## src/design/ctp_pkg.sv

```systemverilog
// Package: register map, field layout, codes and reset values of the cascaded timer
package ctp_pkg;

  localparam int CNT_W = 16;

  // ----------------------------------------------------------------
  // Register indices (byte address is four times the index)
  // ----------------------------------------------------------------
  localparam logic [31:0] IDX_START    = 32'h000F_FFBC;
  localparam logic [31:0] IDX_LO_CTRL  = 32'h00FF_EA41;
  localparam logic [31:0] IDX_PIN_MUX  = 32'h00FF_FBC9;
  localparam logic [31:0] IDX_HALT     = 32'h00FF_FDC8;
  localparam logic [31:0] IDX_UP_CTRL  = 32'h00FF_FEE0;
  localparam logic [31:0] IDX_UP_MODE  = 32'h00FF_FEE1;
  localparam logic [31:0] IDX_UP_PIN   = 32'h00FF_FEE2;
  localparam logic [31:0] IDX_UP_CNT   = 32'h00FF_FEE6;
  localparam logic [31:0] IDX_GR_FIRST = 32'h00FF_FEE8;
  localparam logic [31:0] IDX_GR_SEC   = 32'h00FF_FEEA;
  localparam logic [31:0] IDX_LO_CNT   = 32'h00FF_EA46;

  // ----------------------------------------------------------------
  // Field positions
  // ----------------------------------------------------------------
  localparam int START_LO_BIT = 5;
  localparam int START_UP_BIT = 4;
  localparam int MUX_SEL_BIT  = 6;
  localparam int HALT_BIT     = 0;
  localparam int CLR_LSB      = 5;
  localparam int EDGE_LSB     = 3;
  localparam int SRC_LSB      = 0;
  localparam int IOB_LSB      = 4;
  localparam int IOA_LSB      = 0;

  // ----------------------------------------------------------------
  // Field codes
  // ----------------------------------------------------------------
  localparam logic [2:0] CLR_NONE  = 3'h0;
  localparam logic [2:0] CLR_FIRST = 3'h1;
  localparam logic [2:0] CLR_SEC   = 3'h2;
  localparam logic [2:0] SRC_DIV1  = 3'h0;
  localparam logic [2:0] SRC_DIV4  = 3'h1;
  localparam logic [2:0] SRC_DIV16 = 3'h2;
  localparam logic [2:0] SRC_DIV64 = 3'h3;
  localparam logic [2:0] SRC_CASC  = 3'h7;
  localparam logic [1:0] EDGE_FALL = 2'h0;
  localparam logic [1:0] EDGE_RISE = 2'h1;
  localparam logic [3:0] MD_PWM1   = 4'h2;
  localparam logic [1:0] MD_PHASE  = 2'h1;
  localparam logic [1:0] ACT_LOW   = 2'h1;
  localparam logic [1:0] ACT_HIGH  = 2'h2;
  localparam logic [1:0] ACT_TGL   = 2'h3;
  localparam logic [3:0] IO_SET1   = 4'h2;
  localparam logic [3:0] IO_CLR0   = 4'h5;

  // ----------------------------------------------------------------
  // Reset values and counter limits
  // ----------------------------------------------------------------
  localparam logic [7:0]  RST_REG8  = 8'h00;
  localparam logic [15:0] RST_HALT  = 16'h0001;
  localparam logic [15:0] RST_GR    = 16'hFFFF;
  localparam logic [15:0] CNT_ZERO  = 16'h0000;
  localparam logic [15:0] CNT_MAX   = 16'hFFFF;
  localparam logic [31:0] RD_ZERO   = 32'h0000_0000;
  localparam logic [5:0]  PRE_ZERO  = 6'h00;

  typedef enum logic [3:0] {
    REG_NONE, REG_START, REG_LO_CTRL, REG_PIN_MUX, REG_HALT, REG_UP_CTRL,
    REG_UP_MODE, REG_UP_PIN, REG_UP_CNT, REG_GR_FIRST, REG_GR_SEC, REG_LO_CNT
  } ctp_reg_type;

endpackage

```

## src/design/ctp_timer.sv

```systemverilog
// Module: cascaded two-channel timer with PWM pulse output and AHB-Lite registers
`timescale 1ns/1ns
module ctp_timer (
  input  wire logic        REF_CLK,
  input  wire logic        RESETN,
  input  wire logic        HSEL,
  input  wire logic [31:0] HADDR,
  input  wire logic [1:0]  HTRANS,
  input  wire logic        HWRITE,
  input  wire logic [2:0]  HSIZE,
  input  wire logic [31:0] HWDATA,
  input  wire logic        HREADY,
  output logic      [31:0] HRDATA,
  output logic             HREADYOUT,
  output logic             HRESP,
  input  wire logic        COMPARE_OUT_PIN_I,
  output logic             COMPARE_OUT_PIN_O,
  output logic             COMPARE_OUT_PIN_OE,
  input  wire logic        CAPTURE_ALT_PIN_I
);
  import ctp_pkg::*;

  // ----------------------------------------------------------------
  // Helpers
  // ----------------------------------------------------------------
  function automatic ctp_reg_type decode(input logic [31:0] addr);
    logic [29:0] idx;
    idx = addr[31:2];
    if (addr[1:0] != 2'h0) decode = REG_NONE;
    else if (idx == IDX_START[29:0]) decode = REG_START;
    else if (idx == IDX_LO_CTRL[29:0]) decode = REG_LO_CTRL;
    else if (idx == IDX_PIN_MUX[29:0]) decode = REG_PIN_MUX;
    else if (idx == IDX_HALT[29:0]) decode = REG_HALT;
    else if (idx == IDX_UP_CTRL[29:0]) decode = REG_UP_CTRL;
    else if (idx == IDX_UP_MODE[29:0]) decode = REG_UP_MODE;
    else if (idx == IDX_UP_PIN[29:0]) decode = REG_UP_PIN;
    else if (idx == IDX_UP_CNT[29:0]) decode = REG_UP_CNT;
    else if (idx == IDX_GR_FIRST[29:0]) decode = REG_GR_FIRST;
    else if (idx == IDX_GR_SEC[29:0]) decode = REG_GR_SEC;
    else if (idx == IDX_LO_CNT[29:0]) decode = REG_LO_CNT;
    else decode = REG_NONE;
  endfunction

  // Count tick for a channel from its source and edge fields
  function automatic logic src_tick(input logic [2:0] src, input logic [1:0] edg,
                                    input logic [5:0] pre, input logic casc);
    logic [5:0] mask;
    logic       fall;
    logic       rise;
    mask = 6'h00;
    unique case (src)
      SRC_DIV4:  mask = 6'h03;
      SRC_DIV16: mask = 6'h0F;
      SRC_DIV64: mask = 6'h3F;
      default:   mask = 6'h00;
    endcase
    fall = ((pre & mask) == mask);
    rise = ((pre & mask) == (mask >> 1));
    if (src == SRC_DIV1) src_tick = 1'b1;
    else if (src == SRC_CASC) src_tick = casc;
    else if (src > SRC_DIV64) src_tick = 1'b0;
    else if (edg == EDGE_FALL) src_tick = fall;
    else if (edg == EDGE_RISE) src_tick = rise;
    else src_tick = fall | rise;
  endfunction

  function automatic logic pin_act(input logic cur, input logic [1:0] act);
    unique case (act)
      ACT_LOW:  pin_act = 1'b0;
      ACT_HIGH: pin_act = 1'b1;
      ACT_TGL:  pin_act = ~cur;
      default:  pin_act = cur;
    endcase
  endfunction

  // ----------------------------------------------------------------
  // Bus slave
  // ----------------------------------------------------------------
  ctp_reg_type sel_ff;
  logic        wr_pend_ff, rd_pend_ff, accept;
  logic [31:0] hrdata_ff, nxt_rdata;

  logic [7:0]  start_ff, lo_ctrl_ff, pin_mux_ff, up_ctrl_ff, up_mode_ff, up_pin_ff;
  logic [15:0] halt_ff, gr_first_ff, gr_sec_ff, lo_cnt, up_cnt;

  assign accept    = HSEL & HTRANS[1] & HREADY;
  // Reads take one wait state so the answer comes from a flip-flop
  assign HREADYOUT = ~rd_pend_ff;
  assign HRESP     = 1'b0;
  assign HRDATA    = hrdata_ff;

  always_ff @(posedge REF_CLK or negedge RESETN) begin
    if (!RESETN) begin
      sel_ff     <= REG_NONE;
      wr_pend_ff <= 1'b0;
      rd_pend_ff <= 1'b0;
    end else if (accept) begin
      sel_ff     <= decode(HADDR);
      wr_pend_ff <= HWRITE;
      rd_pend_ff <= ~HWRITE;
    end else begin
      wr_pend_ff <= 1'b0;
      rd_pend_ff <= 1'b0;
    end
  end

  always_comb begin
    nxt_rdata = RD_ZERO;
    unique case (sel_ff)
      REG_START:    nxt_rdata = {24'h000000, start_ff};
      REG_LO_CTRL:  nxt_rdata = {24'h000000, lo_ctrl_ff};
      REG_PIN_MUX:  nxt_rdata = {24'h000000, pin_mux_ff};
      REG_HALT:     nxt_rdata = {16'h0000, halt_ff};
      REG_UP_CTRL:  nxt_rdata = {24'h000000, up_ctrl_ff};
      REG_UP_MODE:  nxt_rdata = {24'h000000, up_mode_ff};
      REG_UP_PIN:   nxt_rdata = {24'h000000, up_pin_ff};
      REG_UP_CNT:   nxt_rdata = {16'h0000, up_cnt};
      REG_GR_FIRST: nxt_rdata = {16'h0000, gr_first_ff};
      REG_GR_SEC:   nxt_rdata = {16'h0000, gr_sec_ff};
      REG_LO_CNT:   nxt_rdata = {16'h0000, lo_cnt};
      default:      nxt_rdata = RD_ZERO;
    endcase
  end

  always_ff @(posedge REF_CLK or negedge RESETN) begin
    if (!RESETN) begin
      hrdata_ff <= RD_ZERO;
    end else if (rd_pend_ff) begin
      hrdata_ff <= nxt_rdata;
    end
  end

  // ----------------------------------------------------------------
  // Configuration registers
  // ----------------------------------------------------------------
  logic wr_up_pin;
  assign wr_up_pin = wr_pend_ff && (sel_ff == REG_UP_PIN);

  always_ff @(posedge REF_CLK or negedge RESETN) begin
    if (!RESETN) begin
      start_ff   <= RST_REG8;
      lo_ctrl_ff <= RST_REG8;
      pin_mux_ff <= RST_REG8;
      halt_ff    <= RST_HALT;
      up_ctrl_ff <= RST_REG8;
      up_mode_ff <= RST_REG8;
      up_pin_ff  <= RST_REG8;
    end else if (wr_pend_ff) begin
      unique case (sel_ff)
        REG_START:   start_ff   <= HWDATA[7:0];
        REG_LO_CTRL: lo_ctrl_ff <= HWDATA[7:0];
        REG_PIN_MUX: pin_mux_ff <= HWDATA[7:0];
        REG_HALT:    halt_ff    <= {15'h0000, HWDATA[HALT_BIT]};
        REG_UP_CTRL: up_ctrl_ff <= HWDATA[7:0];
        REG_UP_MODE: up_mode_ff <= {4'h0, HWDATA[3:0]};
        REG_UP_PIN:  up_pin_ff  <= HWDATA[7:0];
        default: ;
      endcase
    end
  end

  // ----------------------------------------------------------------
  // Field views
  // ----------------------------------------------------------------
  logic [2:0] lo_src, up_clr, up_src;
  logic [1:0] lo_edge, up_edge;
  logic [3:0] first_output_control, second_output_control;
  logic       halted, pwm1, phase_md, mux_alt;

  assign lo_src   = lo_ctrl_ff[SRC_LSB +: 3];
  assign lo_edge  = lo_ctrl_ff[EDGE_LSB +: 2];
  assign up_clr   = up_ctrl_ff[CLR_LSB +: 3];
  assign up_src   = up_ctrl_ff[SRC_LSB +: 3];
  assign up_edge  = up_ctrl_ff[EDGE_LSB +: 2];
  assign first_output_control      = up_pin_ff[IOA_LSB +: 4];
  assign second_output_control      = up_pin_ff[IOB_LSB +: 4];
  assign halted   = halt_ff[HALT_BIT];
  assign pwm1     = (up_mode_ff[3:0] == MD_PWM1);
  assign phase_md = (up_mode_ff[3:2] == MD_PHASE);
  assign mux_alt  = pin_mux_ff[MUX_SEL_BIT];

  // ----------------------------------------------------------------
  // Prescaler and count ticks
  // ----------------------------------------------------------------
  logic [5:0] pre_ff;
  logic       lo_run, up_run, lo_tick, up_tick, lo_ovf;

  always_ff @(posedge REF_CLK or negedge RESETN) begin
    if (!RESETN) begin
      pre_ff <= PRE_ZERO;
    end else if (halted) begin
      pre_ff <= PRE_ZERO;
    end else begin
      pre_ff <= pre_ff + 6'h01;
    end
  end

  assign lo_run  = start_ff[START_LO_BIT] & ~halted;
  assign up_run  = start_ff[START_UP_BIT] & ~halted;
  assign lo_tick = lo_run & src_tick(lo_src, lo_edge, pre_ff, 1'b0);
  // Phase counting has no phase inputs wired here, so the counter holds
  assign up_tick = up_run & ~phase_md & src_tick(up_src, up_edge, pre_ff, lo_ovf);

  // ----------------------------------------------------------------
  // Compare, capture and clear
  // ----------------------------------------------------------------
  logic pin_s1_ff, pin_s2_ff, alt_s1_ff, alt_s2_ff, cap_prev_ff;
  logic cap_in, cap_first, match_first, match_sec, up_clear, same_vals;

  always_ff @(posedge REF_CLK or negedge RESETN) begin
    if (!RESETN) begin
      pin_s1_ff   <= 1'b0;
      pin_s2_ff   <= 1'b0;
      alt_s1_ff   <= 1'b0;
      alt_s2_ff   <= 1'b0;
      cap_prev_ff <= 1'b0;
    end else begin
      pin_s1_ff   <= COMPARE_OUT_PIN_I;
      pin_s2_ff   <= pin_s1_ff;
      alt_s1_ff   <= CAPTURE_ALT_PIN_I;
      alt_s2_ff   <= alt_s1_ff;
      cap_prev_ff <= cap_in;
    end
  end

  assign cap_in    = mux_alt ? alt_s2_ff : pin_s2_ff;
  assign cap_first = first_output_control[3] & ~halted &
                     ((first_output_control[1:0] == 2'h0) ? (cap_in & ~cap_prev_ff) :
                      (first_output_control[1:0] == 2'h1) ? (~cap_in & cap_prev_ff) : (cap_in ^ cap_prev_ff));

  // Match takes effect on the count tick that leaves the matching value
  assign match_first = up_tick & ~first_output_control[3] & (up_cnt == gr_first_ff);
  assign match_sec   = up_tick & ~second_output_control[3] & (up_cnt == gr_sec_ff);
  assign same_vals   = (gr_first_ff == gr_sec_ff);
  assign up_clear    = ((up_clr == CLR_SEC) & match_sec) |
                       ((up_clr == CLR_FIRST) & (match_first | cap_first));

  always_ff @(posedge REF_CLK or negedge RESETN) begin
    if (!RESETN) begin
      gr_first_ff <= RST_GR;
      gr_sec_ff   <= RST_GR;
    end else begin
      if (wr_pend_ff && sel_ff == REG_GR_FIRST) gr_first_ff <= HWDATA[15:0];
      else if (cap_first) gr_first_ff <= up_cnt;
      if (wr_pend_ff && sel_ff == REG_GR_SEC) gr_sec_ff <= HWDATA[15:0];
    end
  end

  // ----------------------------------------------------------------
  // Counters
  // ----------------------------------------------------------------
  // No compare registers on the lower channel: it only wraps
  ctp_counter #(.W(CNT_W)) u_lower (
    .clk      (REF_CLK),
    .rstn     (RESETN),
    .count_en (lo_tick),
    .clear    (1'b0),
    .load     (wr_pend_ff && sel_ff == REG_LO_CNT),
    .load_val (HWDATA[15:0]),
    .value    (lo_cnt),
    .wrap     (lo_ovf)
  );

  ctp_counter #(.W(CNT_W)) u_upper (
    .clk      (REF_CLK),
    .rstn     (RESETN),
    .count_en (up_tick),
    .clear    (up_clear),
    .load     (wr_pend_ff && sel_ff == REG_UP_CNT),
    .load_val (HWDATA[15:0]),
    .value    (up_cnt),
    .wrap     ()
  );

  // ----------------------------------------------------------------
  // Pulse output
  // ----------------------------------------------------------------
  logic out_ff;
  always_ff @(posedge REF_CLK or negedge RESETN) begin
    if (!RESETN) begin
      out_ff <= 1'b0;
    end else if (wr_up_pin) begin
      out_ff <= HWDATA[IOA_LSB + 2];
    end else if (pwm1) begin
      if (same_vals || (match_first && match_sec)) begin
        out_ff <= out_ff;
      end else if (match_sec) begin
        out_ff <= pin_act(out_ff, second_output_control[1:0]);
      end else if (match_first) begin
        out_ff <= pin_act(out_ff, first_output_control[1:0]);
      end
    end else if (match_first) begin
      out_ff <= pin_act(out_ff, first_output_control[1:0]);
    end
  end

  assign COMPARE_OUT_PIN_O  = out_ff;
  // Pin is driven only for compare output; capture on it leaves it free
  assign COMPARE_OUT_PIN_OE = ~first_output_control[3] & (first_output_control != 4'h0);

  logic sw_up, sw_lo;
  assign sw_up = wr_pend_ff && (sel_ff == REG_UP_CNT);
  assign sw_lo = wr_pend_ff && (sel_ff == REG_LO_CNT);
endmodule

```

## src/design/ctp_counter.sv

```systemverilog
// Module: one 16-bit channel counter with load, clear and wrap pulse
`timescale 1ns/1ns
module ctp_counter #(
  parameter int W = 16
) (
  input  wire logic         clk,
  input  wire logic         rstn,
  input  wire logic         count_en,
  input  wire logic         clear,
  input  wire logic         load,
  input  wire logic [W-1:0] load_val,
  output logic      [W-1:0] value,
  output logic              wrap
);
  logic [W-1:0] value_ff;

  assign value = value_ff;
  // One-cycle pulse on the step from all ones to zero
  assign wrap  = count_en & (&value_ff) & ~clear & ~load;

  always_ff @(posedge clk or negedge rstn) begin
    if (!rstn) begin
      value_ff <= '0;
    end else if (load) begin
      value_ff <= load_val;
    end else if (clear) begin
      value_ff <= '0;
    end else if (count_en) begin
      value_ff <= value_ff + {{(W-1){1'b0}}, 1'b1};
    end
  end
endmodule

```

## config.mk

```make
export PLATFORM = sky130hd
export DESIGN_NAME = ctp_timer
export DESIGN_NICKNAME = d
export VERILOG_FILES = /design/src/design/ctp_pkg.sv /design/src/design/ctp_timer.sv /design/src/design/ctp_counter.sv
export SDC_FILE = /design/constraint.sdc
export NUM_CORES = 1
export LEC_CHECK = 0
export ABC_CLOCK_PERIOD_IN_PS = 7700
export BUFFER_PORTS_ARGS = -buffer_cell sky130_fd_sc_hd__clkbuf_2
export CORE_AREA = 4 4 149 151
export DETAILED_ROUTE_END_ITERATION = 16
export DIE_AREA = 0 0 153 155
export SLEW_MARGIN = 20
export SYNTH_ARGS = -nofsm -noshare
export SYNTH_HDL_FRONTEND = slang
export SYNTH_HIERARCHICAL = 1
export SYNTH_SLANG_ARGS = --single-unit
```

## constraint.sdc

```tcl
create_clock -name REF_CLK -period 7.7 [get_ports REF_CLK]
set_input_delay 0.385 -clock REF_CLK [delete_from_list [all_inputs] [get_ports REF_CLK]]
set_output_delay 0.385 -clock REF_CLK [all_outputs]
set_load 0.02 [all_outputs]
```

=== Word-level counts from Yosys, hierarchy flattened ===
Cells that the tools add are included.

* $add $sub $neg: 3
* Magnitude comparators: 2
* Eq/ne operators: 51
* Muxes and demuxes: 45
* Bitwise logic cells: 37
* Reduce and logical (&&, ||, !) cells: 26

{| class="wikitable"
|+ Operator list
! cell !! number
|-
| $eq A30 B24 Y1 const B || 10
|-
| $pmux W16 S11 || 1
|-
| $mux W16 || 7
|-
| $eq A16 B16 Y1 || 3
|-
| $mux W4 || 12
|-
| $pmux W6 S3 || 2
|-
| $add A16 B1 Y16 const B || 2
|-
| $eq A30 B20 Y1 const B || 1
|-
| $and A1 B1 Y1 || 20
|-
| $mux W1 || 20
|-
| $eq A4 B3 Y1 const B || 4
|-
| $eq A4 B4 Y1 const B || 4
|-
| $reduce_and A16 Y1 || 1
|-
| $reduce_and A2 Y1 || 8
|-
| $eq A3 B2 Y1 const B || 5
|-
| $and A6 B6 Y6 || 2
|-
| $eq A4 B2 Y1 const B || 3
|-
| $eq A6 B5 Y1 || 2
|-
| $eq A6 B6 Y1 || 2
|-
| $eq A2 B1 Y1 const B || 5
|-
| $not A1 Y1 || 10
|-
| $eq A3 B1 Y1 const B || 3
|-
| $eq A2 B2 Y1 const B || 4
|-
| $add A6 B1 Y6 const B || 1
|-
| other kinds (16) || 32
|}

* Register bits after elaboration: 159
* Input bits: 76
* Word-level logic and storage cells: 186

=== Longest topological paths before layout ===
Gate-level depths: netlist of the first run.

* Depth in word-level cells: 23
* Mapped depth: 21
* Depth with buffers taken out: 19

=== By module ===
Netlist of the first run, hierarchy kept.

{| class="wikitable"
|+ Modules (own cells, without submodules)
! module !! instances !! cells each !! area an instance (um2)
|-
| ctp_timer || 1 || 606 || 6,483.7
|-
| ctp_counter || 2 || 117 || 999.7
|}

=== Worst setup path before layout of the first run ===
No wires, ideal clock.

* Path kind: register -> register
* Start: register sel_ff[2]
* End: register u_upper.value_ff[11], in the netlist u_upper/value[11]
* Library setup time: 0.069 ns
* Arrival: 3.681 ns
* Required time: 7.631 ns
* Slack: 3.950 ns
* Cell stages (with the launch flop): 20
* Cells stage by stage: dfrtp_1 inv_1 ha_1 buf_2 clkbuf_1 clkbuf_1 nand2_1 nor3_1 nor2_1 nand2_1 nor3_1 nand4_1 nor2_1 a31oi_1 o21ai_0 nand3b_1 a21oi_1 or2_2 or4_1 nand3_1

* Word-level cells in the longest chain between the ends: 14

{| class="wikitable"
|+ RTL lines
! item !! line !! text
|-
| start, declared || ctp_timer.sv:79 || <nowiki>ctp_reg_type sel_ff;</nowiki>
|-
| start signal, assigned || ctp_timer.sv:98 || <nowiki>sel_ff <= decode(HADDR);</nowiki>
|-
| $eq A4 B4 Y1 (*) || ctp_timer.sv:258 || <nowiki>.load (wr_pend_ff && sel_ff == REG_LO_CNT),</nowiki>
|-
| $logic_and A1 B1 Y1 (*) || - ||
|-
| $not A1 Y1 (*) || ctp_counter.sv:19 || <nowiki>assign wrap = count_en & (&value_ff) & ~clear & ~load;</nowiki>
|-
| $and A1 B1 Y1 (*) || ctp_counter.sv:19 ||
|-
| named net lo_ovf || ctp_timer.sv:186 || <nowiki>logic lo_run, up_run, lo_tick, up_tick, lo_ovf;</nowiki>
|-
| $mux W1 (*) || ctp_timer.sv:60 || <nowiki>else if (src == SRC_CASC) src_tick = casc;</nowiki>
|-
| $mux W1 (*) || ctp_timer.sv:59 || <nowiki>if (src == SRC_DIV1) src_tick = 1'b1;</nowiki>
|-
| $and A1 B1 Y1 (*) || ctp_timer.sv:202 || <nowiki>assign up_tick = up_run & ~phase_md & src_tick(up_src, up_edge, pre_ff, lo_ovf);</nowiki>
|-
| $and A1 B1 Y1 (2 in series) || ctp_timer.sv:232 || <nowiki>assign match_first = up_tick & ~first_output_control[3] & (up_cnt == gr_first_ff);</nowiki>
|-
| $or A1 B1 Y1 || ctp_timer.sv:236 || <nowiki>((up_clr == CLR_FIRST) & (match_first | cap_first));</nowiki>
|-
| $and A1 B1 Y1 || ctp_timer.sv:236 ||
|-
| $or A1 B1 Y1 (*) || ctp_timer.sv:235 || <nowiki>assign up_clear = ((up_clr == CLR_SEC) & match_sec) |</nowiki>
|-
| named net up_clear || ctp_timer.sv:208 || <nowiki>logic cap_in, cap_first, match_first, match_sec, up_clear, same_vals;</nowiki>
|-
| $mux W16 || ctp_counter.sv:26 || <nowiki>end else if (clear) begin</nowiki>
|-
| $mux W16 || ctp_counter.sv:24 || <nowiki>end else if (load) begin</nowiki>
|-
| end signal, assigned || ctp_counter.sv:25 || <nowiki>value_ff <= load_val;</nowiki>
|-
| end signal, assigned || ctp_counter.sv:29 || <nowiki>value_ff <= value_ff + {{(W-1){1'b0}}, 1'b1};</nowiki>
|-
| end, declared || ctp_counter.sv:15 || <nowiki>logic [W-1:0] value_ff;</nowiki>
|}

The timed path passes the listed nets; every way through them passes the cells marked *.
A chain may end at the register's enable or synchronous reset.

=== Worst setup path in the final report of the first run ===
* Start: register pre_ff[3]
* End: register u_upper.value_ff[15], in the netlist u_upper/value[15]

* Word-level cells in the longest chain between the ends: 21

{| class="wikitable"
|+ RTL lines
! item !! line !! text
|-
| start, declared || ctp_timer.sv:185 || <nowiki>logic [5:0] pre_ff;</nowiki>
|-
| start signal, assigned || ctp_timer.sv:194 || <nowiki>pre_ff <= pre_ff + 6'h01;</nowiki>
|-
| $and A6 B6 Y6 (*) || ctp_timer.sv:57, ctp_timer.sv:58 ||
|-
| $eq A6 B6 Y1 / $eq A6 B5 Y1 (equally long branches) || ctp_timer.sv:57, ctp_timer.sv:58 ||
|-
| $or A1 B1 Y1 || ctp_timer.sv:64 || <nowiki>else src_tick = fall | rise;</nowiki>
|-
| $mux W1 || ctp_timer.sv:63 || <nowiki>else if (edg == EDGE_RISE) src_tick = rise;</nowiki>
|-
| $mux W1 (*) || ctp_timer.sv:62 || <nowiki>else if (edg == EDGE_FALL) src_tick = fall;</nowiki>
|-
| $mux W1 (*) || ctp_timer.sv:61 || <nowiki>else if (src > SRC_DIV64) src_tick = 1'b0;</nowiki>
|-
| $mux W1 (*) || ctp_timer.sv:60 ||
|-
| $mux W1 (*) || ctp_timer.sv:59 ||
|-
| [... 1 more ...] || - ||
|-
| named net lo_tick || ctp_timer.sv:186 ||
|-
| [... 2 more ...] || - ||
|-
| named net lo_ovf || ctp_timer.sv:186 ||
|-
| [... 2 more ...] || - ||
|-
| $and A1 B1 Y1 (*) || ctp_timer.sv:202 ||
|-
| $and A1 B1 Y1 (2 in series) || ctp_timer.sv:232 ||
|-
| $or A1 B1 Y1 || ctp_timer.sv:236 ||
|-
| $and A1 B1 Y1 || ctp_timer.sv:236 ||
|-
| $or A1 B1 Y1 (*) || ctp_timer.sv:235 ||
|-
| named net up_clear || ctp_timer.sv:208 ||
|-
| $mux W16 || ctp_counter.sv:26 ||
|-
| $mux W16 || ctp_counter.sv:24 ||
|}

Marked as above.

==> flow_metrics.py, run 1 <==
metrics = {
    "setup_path": {
        "path_max_fanout": 10,
        "reg2reg_from": "pre_ff[3]$_DFF_PN0_",
        "path_cells": "nand2_1, o32ai_1, a222oi_1, nor2_1, nor2_1, nor4b_2, buf_4, nand4_1, nor3_1, nand4_1, nor2_1, a31oi_1, nor3_1, nand2_1, a21oi_1, nor2_1, nand2_1, a2bb2oi_1, o211ai_1",
        "rr_endpoint": "u_upper/value[15]$_DFFE_PN0P_",
        "cp.required_ps": 8000,
        "end_kind": "flip-flop",
        "start_kind": "flip-flop",
        "reg2reg_slack_ps": 3290,
        "rr_worst_depth": 19,
        "critical_path.most_common_cell": "nor2_1",
        "path_class": "reg -> reg",
        "cp_slowest_cell": "dfrtp_1",
        "max_stage_delay_ps": 480,
        "worstPathArrival_ps": 4710,
    },
    "route": {
        "drtIter0Drc": 607,
        "drc": 0,
        "wl_mm": 25.12,
        "wl_per_cell_um": 21.11,
        "via_count": 7123,
        "drt-pass1-iter-count": 9,
        "vias_per_cell": 5.986,
        "drtAntennaViolNets": 0,
    },
    "global_routing": {
        "first_global_vias": 6724,
        "grt_start_max_net_pins": 82,
        "grt_use_total_pct": 21.11,
        "antenna_found_initial": 0,
        "grt_pass1_wl_mm": 39.30,
        "grt_overflow": 0,
    },
    "clock_network": {
        "cts_buffer_depth": 2,
        "cts-root-buf": "clkbuf_16",
        "cts_sinks": 143,
        "clock_latency_ps": 430,
        "cts-buffers-inserted": 17,
        "cts_tree": "yes",
        "ctsHtreeMaxLevel": 4,
        "post_cts_buffers": 0,
        "cts_resized": 0,
        "clk_pin_slew_worst_paths_ps": 60,
        "hold_buffers": 0,
    },
    "timing": {
        "hold_violations": 0,
        "finalCritPeriodShare_pct": 57.33,
        "max_slew.worst_pin.slew_ps": 969.5,
        "period_minus_slack_ps": 4415,
        "max_slew_margin_pct": 35.36,
        "drv_slew": 0,
        "max_freq_mhz": 226.5,
        "rsz0062_at_grt": "false",
        "tns_ps": 0,
        "setup_violations": 0,
        "fin_hold_ws_ps": 19.58,
        "finalClockSkew_ps": 11.98,
    },
    "layout": {
        "fillerInstances": 2012,
        "syn_to_final_growth_pct": 13.84,
        "drive_gt1_share_pct": 25.46,
        "final_nets": 988,
        "stdcell_area_mm2": 0.009652,
        "final_util_pct": 46.35,
        "antenna_cells": 0,
    },
    "run": {
        "max_cap_viol_count": 0,
    },
    "power_and_ir_drop": {
        "peakVddDrop_v": 0.0001289,
        "leakagePower_nw": 4.024,
        "p_per_area_mw_per_mm2": 200.3,
    },
    "floorplan": {
        "die_w_um": 153,
        "die_h_um": 155,
        "start_util_pct": 40.72,
        "core_mm2": 0.02082,
        "num_io_pins": 112,
        "placement_rows": 53,
        "die_area_mm2": 0.02372,
    },
    "run_status": {
        "outcome": "finished, final reports clean",
    },
    "place": {
        "dp_hpwl_mm": 17.48,
        "place.gp.congestion": 0.8710,
        "placed_cell_area_mm2": 0.009012,
        "port_buffers": 74,
    },
    "synth": {
        "yosysWarnings": 6,
        "avgSynthCellArea_um2": 10.11,
        "netlist_area_mm2": 0.008478,
        "syn_inst": 839,
    },
    "worst_hold_path": {
        "hp-class": "in -> async",
    },
}
-- sequential cells by signal (all words and copies together), names as in the netlist, 6 cells and up --
| register | count |
|---|---|
| u_upper/value | 16 |
| up_pin_ff | 8 |
| pre_ff | 6 |
| HRDATA | 16 |
| up_ctrl_ff | 8 |
| gr_first_ff | 16 |
| pin_mux_ff | 8 |
| u_lower/value | 16 |
| start_ff | 8 |
| lo_ctrl_ff | 8 |
| gr_sec_ff | 16 |
-- stage by stage --
stage | power [mW] | instances | setup WS [ps]
2_1_floorplan | 0.9686 | 860 | 3950
3_3_place_gp | 1.055 | 1157 | 3282
3_5_place_dp | 1.058 | 1158 | 3308
4_1_cts | 1.946 | 1190 | 3269
5_1_grt | 2.005 | 1190 | 2886
6_report | 1.933 | 1190 | 3285
-- layout by cell type (no fill, tap or decap), types with 29 or more instances in the layout --
cell type  count
dfrtp_1      110
dfstp_2       33
clkbuf_2      73
nand2_1       64
mux2_2        67
nand3_1       44
nor2_1        49
xnor2_1       48
a21oi_1       51
o21ai_0       29
-- critical path: cells and delay by family, from the launching register on --
kind / cells / cell delay, ps
AND/OR/NAND/NOR: 12 / 2270
AO/OA/AOI/OAI: 6 / 1270
flip-flops: 1 / 480
buffers and inverters: 1 / 250
-- metal layers --
layer,global-route usage [%],vias to the layer above,part of all wire (%)
li1,-,3243,-
met1,30.82,3532,45
met2,32.69,320,46
met3,4.284,28,7.5
met4,4.540,0,1.4
met5,0,-,0
-- how the worst max path moves through the flow --
stage,from,to,slack (ps),cells after the start
floorplan,sel_ff[2]$_DFFE_PN0P_,u_upper/value[11]$_DFFE_PN0P_,3950,19
global placement,pre_ff[3]$_DFF_PN0_,u_upper/value[15]$_DFFE_PN0P_,3280,19
detailed placement,pre_ff[3]$_DFF_PN0_,u_upper/value[15]$_DFFE_PN0P_,3310,19
CTS,pre_ff[3]$_DFF_PN0_,u_upper/value[15]$_DFFE_PN0P_,3270,19
global route,pre_ff[3]$_DFF_PN0_,u_upper/value[15]$_DFFE_PN0P_,2890,19
finish,pre_ff[3]$_DFF_PN0_,u_upper/value[15]$_DFFE_PN0P_,3290,19
-- cell type report --
class | instances | area [um2] | area share [%]
flip-flops and latches | 143 | 3620 | 37.50
repair buffers | 82 | 440.4 | 4.563
inverters | 16 | 60.06 | 0.6222
clock buffers | 22 | 474.2 | 4.913
clock inverters | 10 | 160.2 | 1.659
multi-input cells | 642 | 4553 | 47.17
well taps | 275 | 344.1 | 3.565
-- where the power goes --
group	switching [mW]	leakage [nW]	internal [mW]	total, mW
clock	0.319	0.310	0.567	0.886
sequential	0.0617	1.76	0.794	0.855
combinational	0.110	1.96	0.0816	0.191
total	0.490	4.02	1.44	1.93
(Power assumes the default switching activity.)
==> run 2, diff against run 1 <==
- ABC_CLOCK_PERIOD_IN_PS: 7700 -> 4300
- clock period: 7.7 -> 4.3 ns (I/O delays scaled with it)
==> flow_metrics.py, run 2 (synthesis gave the netlist of run 1 again) <==
metrics = {
    "run_status": {
        "outcome": "finished, final reports clean",
    },
    "power_and_ir_drop": {
        "p_total_mw": 3.535,
        "leakagePower_nw": 4.090,
        "p_per_area_mw_per_mm2": 362.1,
        "peakVddDrop_v": 0.0002511,
    },
    "run": {
        "max_cap_viol_count": 0,
    },
    "timing": {
        "finalCritPeriodShare_pct": 92.08,
        "tns_ps": 0,
        "fin_hold_ws_ps": 63.10,
        "max_slew.worst_pin.slew_ps": 1012,
        "finalClockSkew_ps": 9.037,
        "rsz0062_at_grt": "false",
        "period_minus_slack_ps": 3959,
        "max_freq_mhz": 252.6,
        "hold_violations": 0,
        "setup_ws_ps": 340.5,
        "drv_slew": 0,
        "max_slew_margin_pct": 32.31,
        "setup_violations": 0,
    },
    "setup_path": {
        "max_stage_delay_ps": 560,
        "path_cells": "inv_1, a21oi_1, o21ai_0, a222oi_1, nor2_1, nor2_1, nor4b_2, nand4_1, nor3_4, nand4_1, nor2_1, a31oi_1, o21ai_0, nand3b_1, a21oi_1, buf_4, or2_2, or4_1, nand3_1",
        "critPathLaunch": "lo_ctrl_ff[0]$_DFFE_PN0P_",
        "start_kind": "flip-flop",
        "cp.required_ps": 4660,
        "end_kind": "flip-flop",
        "rr_worst_depth": 19,
        "reg2reg_slack_ps": 340,
        "path_class": "reg -> reg",
        "path_max_fanout": 12,
        "rr_endpoint": "u_upper/value[12]$_DFFE_PN0P_",
        "worstPathArrival_ps": 4320,
        "reg2reg_from": "lo_ctrl_ff[0]$_DFFE_PN0P_",
        "cp_slowest_cell": "a31oi_1",
        "critical_path.most_common_cell": "nor2_1",
    },
    "global_routing": {
        "grt_overflow": 0,
        "first_global_vias": 6844,
        "grt_pass1_wl_mm": 40.44,
        "grt_start_max_net_pins": 71,
        "grt_use_total_pct": 21.97,
        "antenna_found_initial": 0,
    },
    "floorplan": {
        "num_io_pins": 112,
        "core_mm2": 0.02082,
        "placement_rows": 53,
        "die_w_um": 153,
        "die_area_mm2": 0.02372,
        "die_h_um": 155,
        "start_util_pct": 40.72,
    },
    "worst_hold_path": {
        "hold_path_startpoint": "HADDR[0]",
        "holdPathStages": 3,
        "hp-class": "in -> reg",
        "whs_endpoint": "sel_ff[0]$_DFFE_PN0P_",
    },
    "place": {
        "port_buffers": 74,
        "place.gp.congestion": 0.8582,
        "dp_hpwl_mm": 17.91,
        "post-place-cells": 1163,
        "dp_slack_ps": 277.5,
        "placed_cell_area_mm2": 0.009046,
    },
    "route": {
        "drtAntennaViolNets": 0,
        "drt-pass1-iter-count": 7,
        "wl_mm": 25.98,
        "via_count": 7169,
        "vias_per_cell": 5.974,
        "drc": 0,
        "drtIter0Drc": 645,
        "wl_per_cell_um": 21.65,
    },
    "clock_network": {
        "cts-root-buf": "clkbuf_16",
        "cts-buffers-inserted": 17,
        "cts_buffer_depth": 2,
        "cts_tree": "yes",
        "clk_pin_slew_worst_paths_ps": 60,
        "ctsHtreeMaxLevel": 4,
        "cts_sinks": 143,
        "clock_latency_ps": 430,
    },
    "layout": {
        "final_common_cell": "dfrtp_1",
        "syn_to_final_growth_pct": 15.16,
        "stdcell_area_mm2": 0.009763,
        "layout_common_cells": "dfrtp_1, clkbuf_2, mux2_2",
        "drive_gt1_share_pct": 26.05,
        "fillerInstances": 2033,
        "final_cells": 1200,
        "antenna_cells": 0,
        "final_nets": 998,
        "multiInputGateArea_mm2": 0.004564,
        "final_util_pct": 46.89,
        "seqCellArea_mm2": 0.003620,
    },
}
run 2: cell count changes in the layout (fill, tap and decap cells not counted), sizes merged:
cell / previous run / this run
buf: 9 / 15
clkinvlp: 1 / 2
clkbuf: 95 / 92
inv: 15 / 17
dlygate4sd3: 0 / 4
bufinv: 4 / 5
clkinv: 6 / 5
run 2: how the worst max path moves through the flow:
stage,slack [ps],end,cells past startpoint
after detailed placement,280,u_upper/value[15]$_DFFE_PN0P_,19
after CTS,240,u_upper/value[15]$_DFFE_PN0P_,19
after floorplan,550,u_upper/value[11]$_DFFE_PN0P_,19
final,340,u_upper/value[12]$_DFFE_PN0P_,19
after global placement,390,u_upper/value[15]$_DFFE_PN0P_,19
after global routing,50,u_upper/value[15]$_DFFE_PN0P_,19
run 2: worst max-delay path, delay by kind of cell, from the launching register on:
kind	cells	cell delay (ps)
DFF	1	430
and+or+nand+nor	11	1920
buffers and inverters	2	240
AOI/OAI and AO/OA	6	1320
run 2: what timing repair did:
action,in CTS,in global routing
setup buffers,0,1
gates resized for setup,0,2
hold buffers,4,0
endpoints found under the setup margin,0,8
endpoints found under the hold margin,62,0
run 2: area by class of cell:
type / instances / share of cell area, %
Clock buffer: 19 / 4.537
Clock inverter: 13 / 2.153
Inverter: 16 / 0.6151
Multi-Input combinational cell: 642 / 46.75
Sequential cell: 143 / 37.08
Tap cell: 275 / 3.524
Timing Repair Buffer: 92 / 5.344
run 2: per-layer routing:
layer / up-vias / track usage [%] / wire length [um]
met3: 32 / 4.339 / 1755
li1: 3255 / - / -
met2: 281 / 34.35 / 11820
met1: 3601 / 31.17 / 11810
met4: 0 / 6.406 / 593
met5: - / 0 / 0
run 2: where the power goes:
group	total (mW)	internal (mW)	switching, mW
Clock	1.65	1.05	0.604
Combinational	0.350	0.150	0.200
Sequential	1.53	1.42	0.113
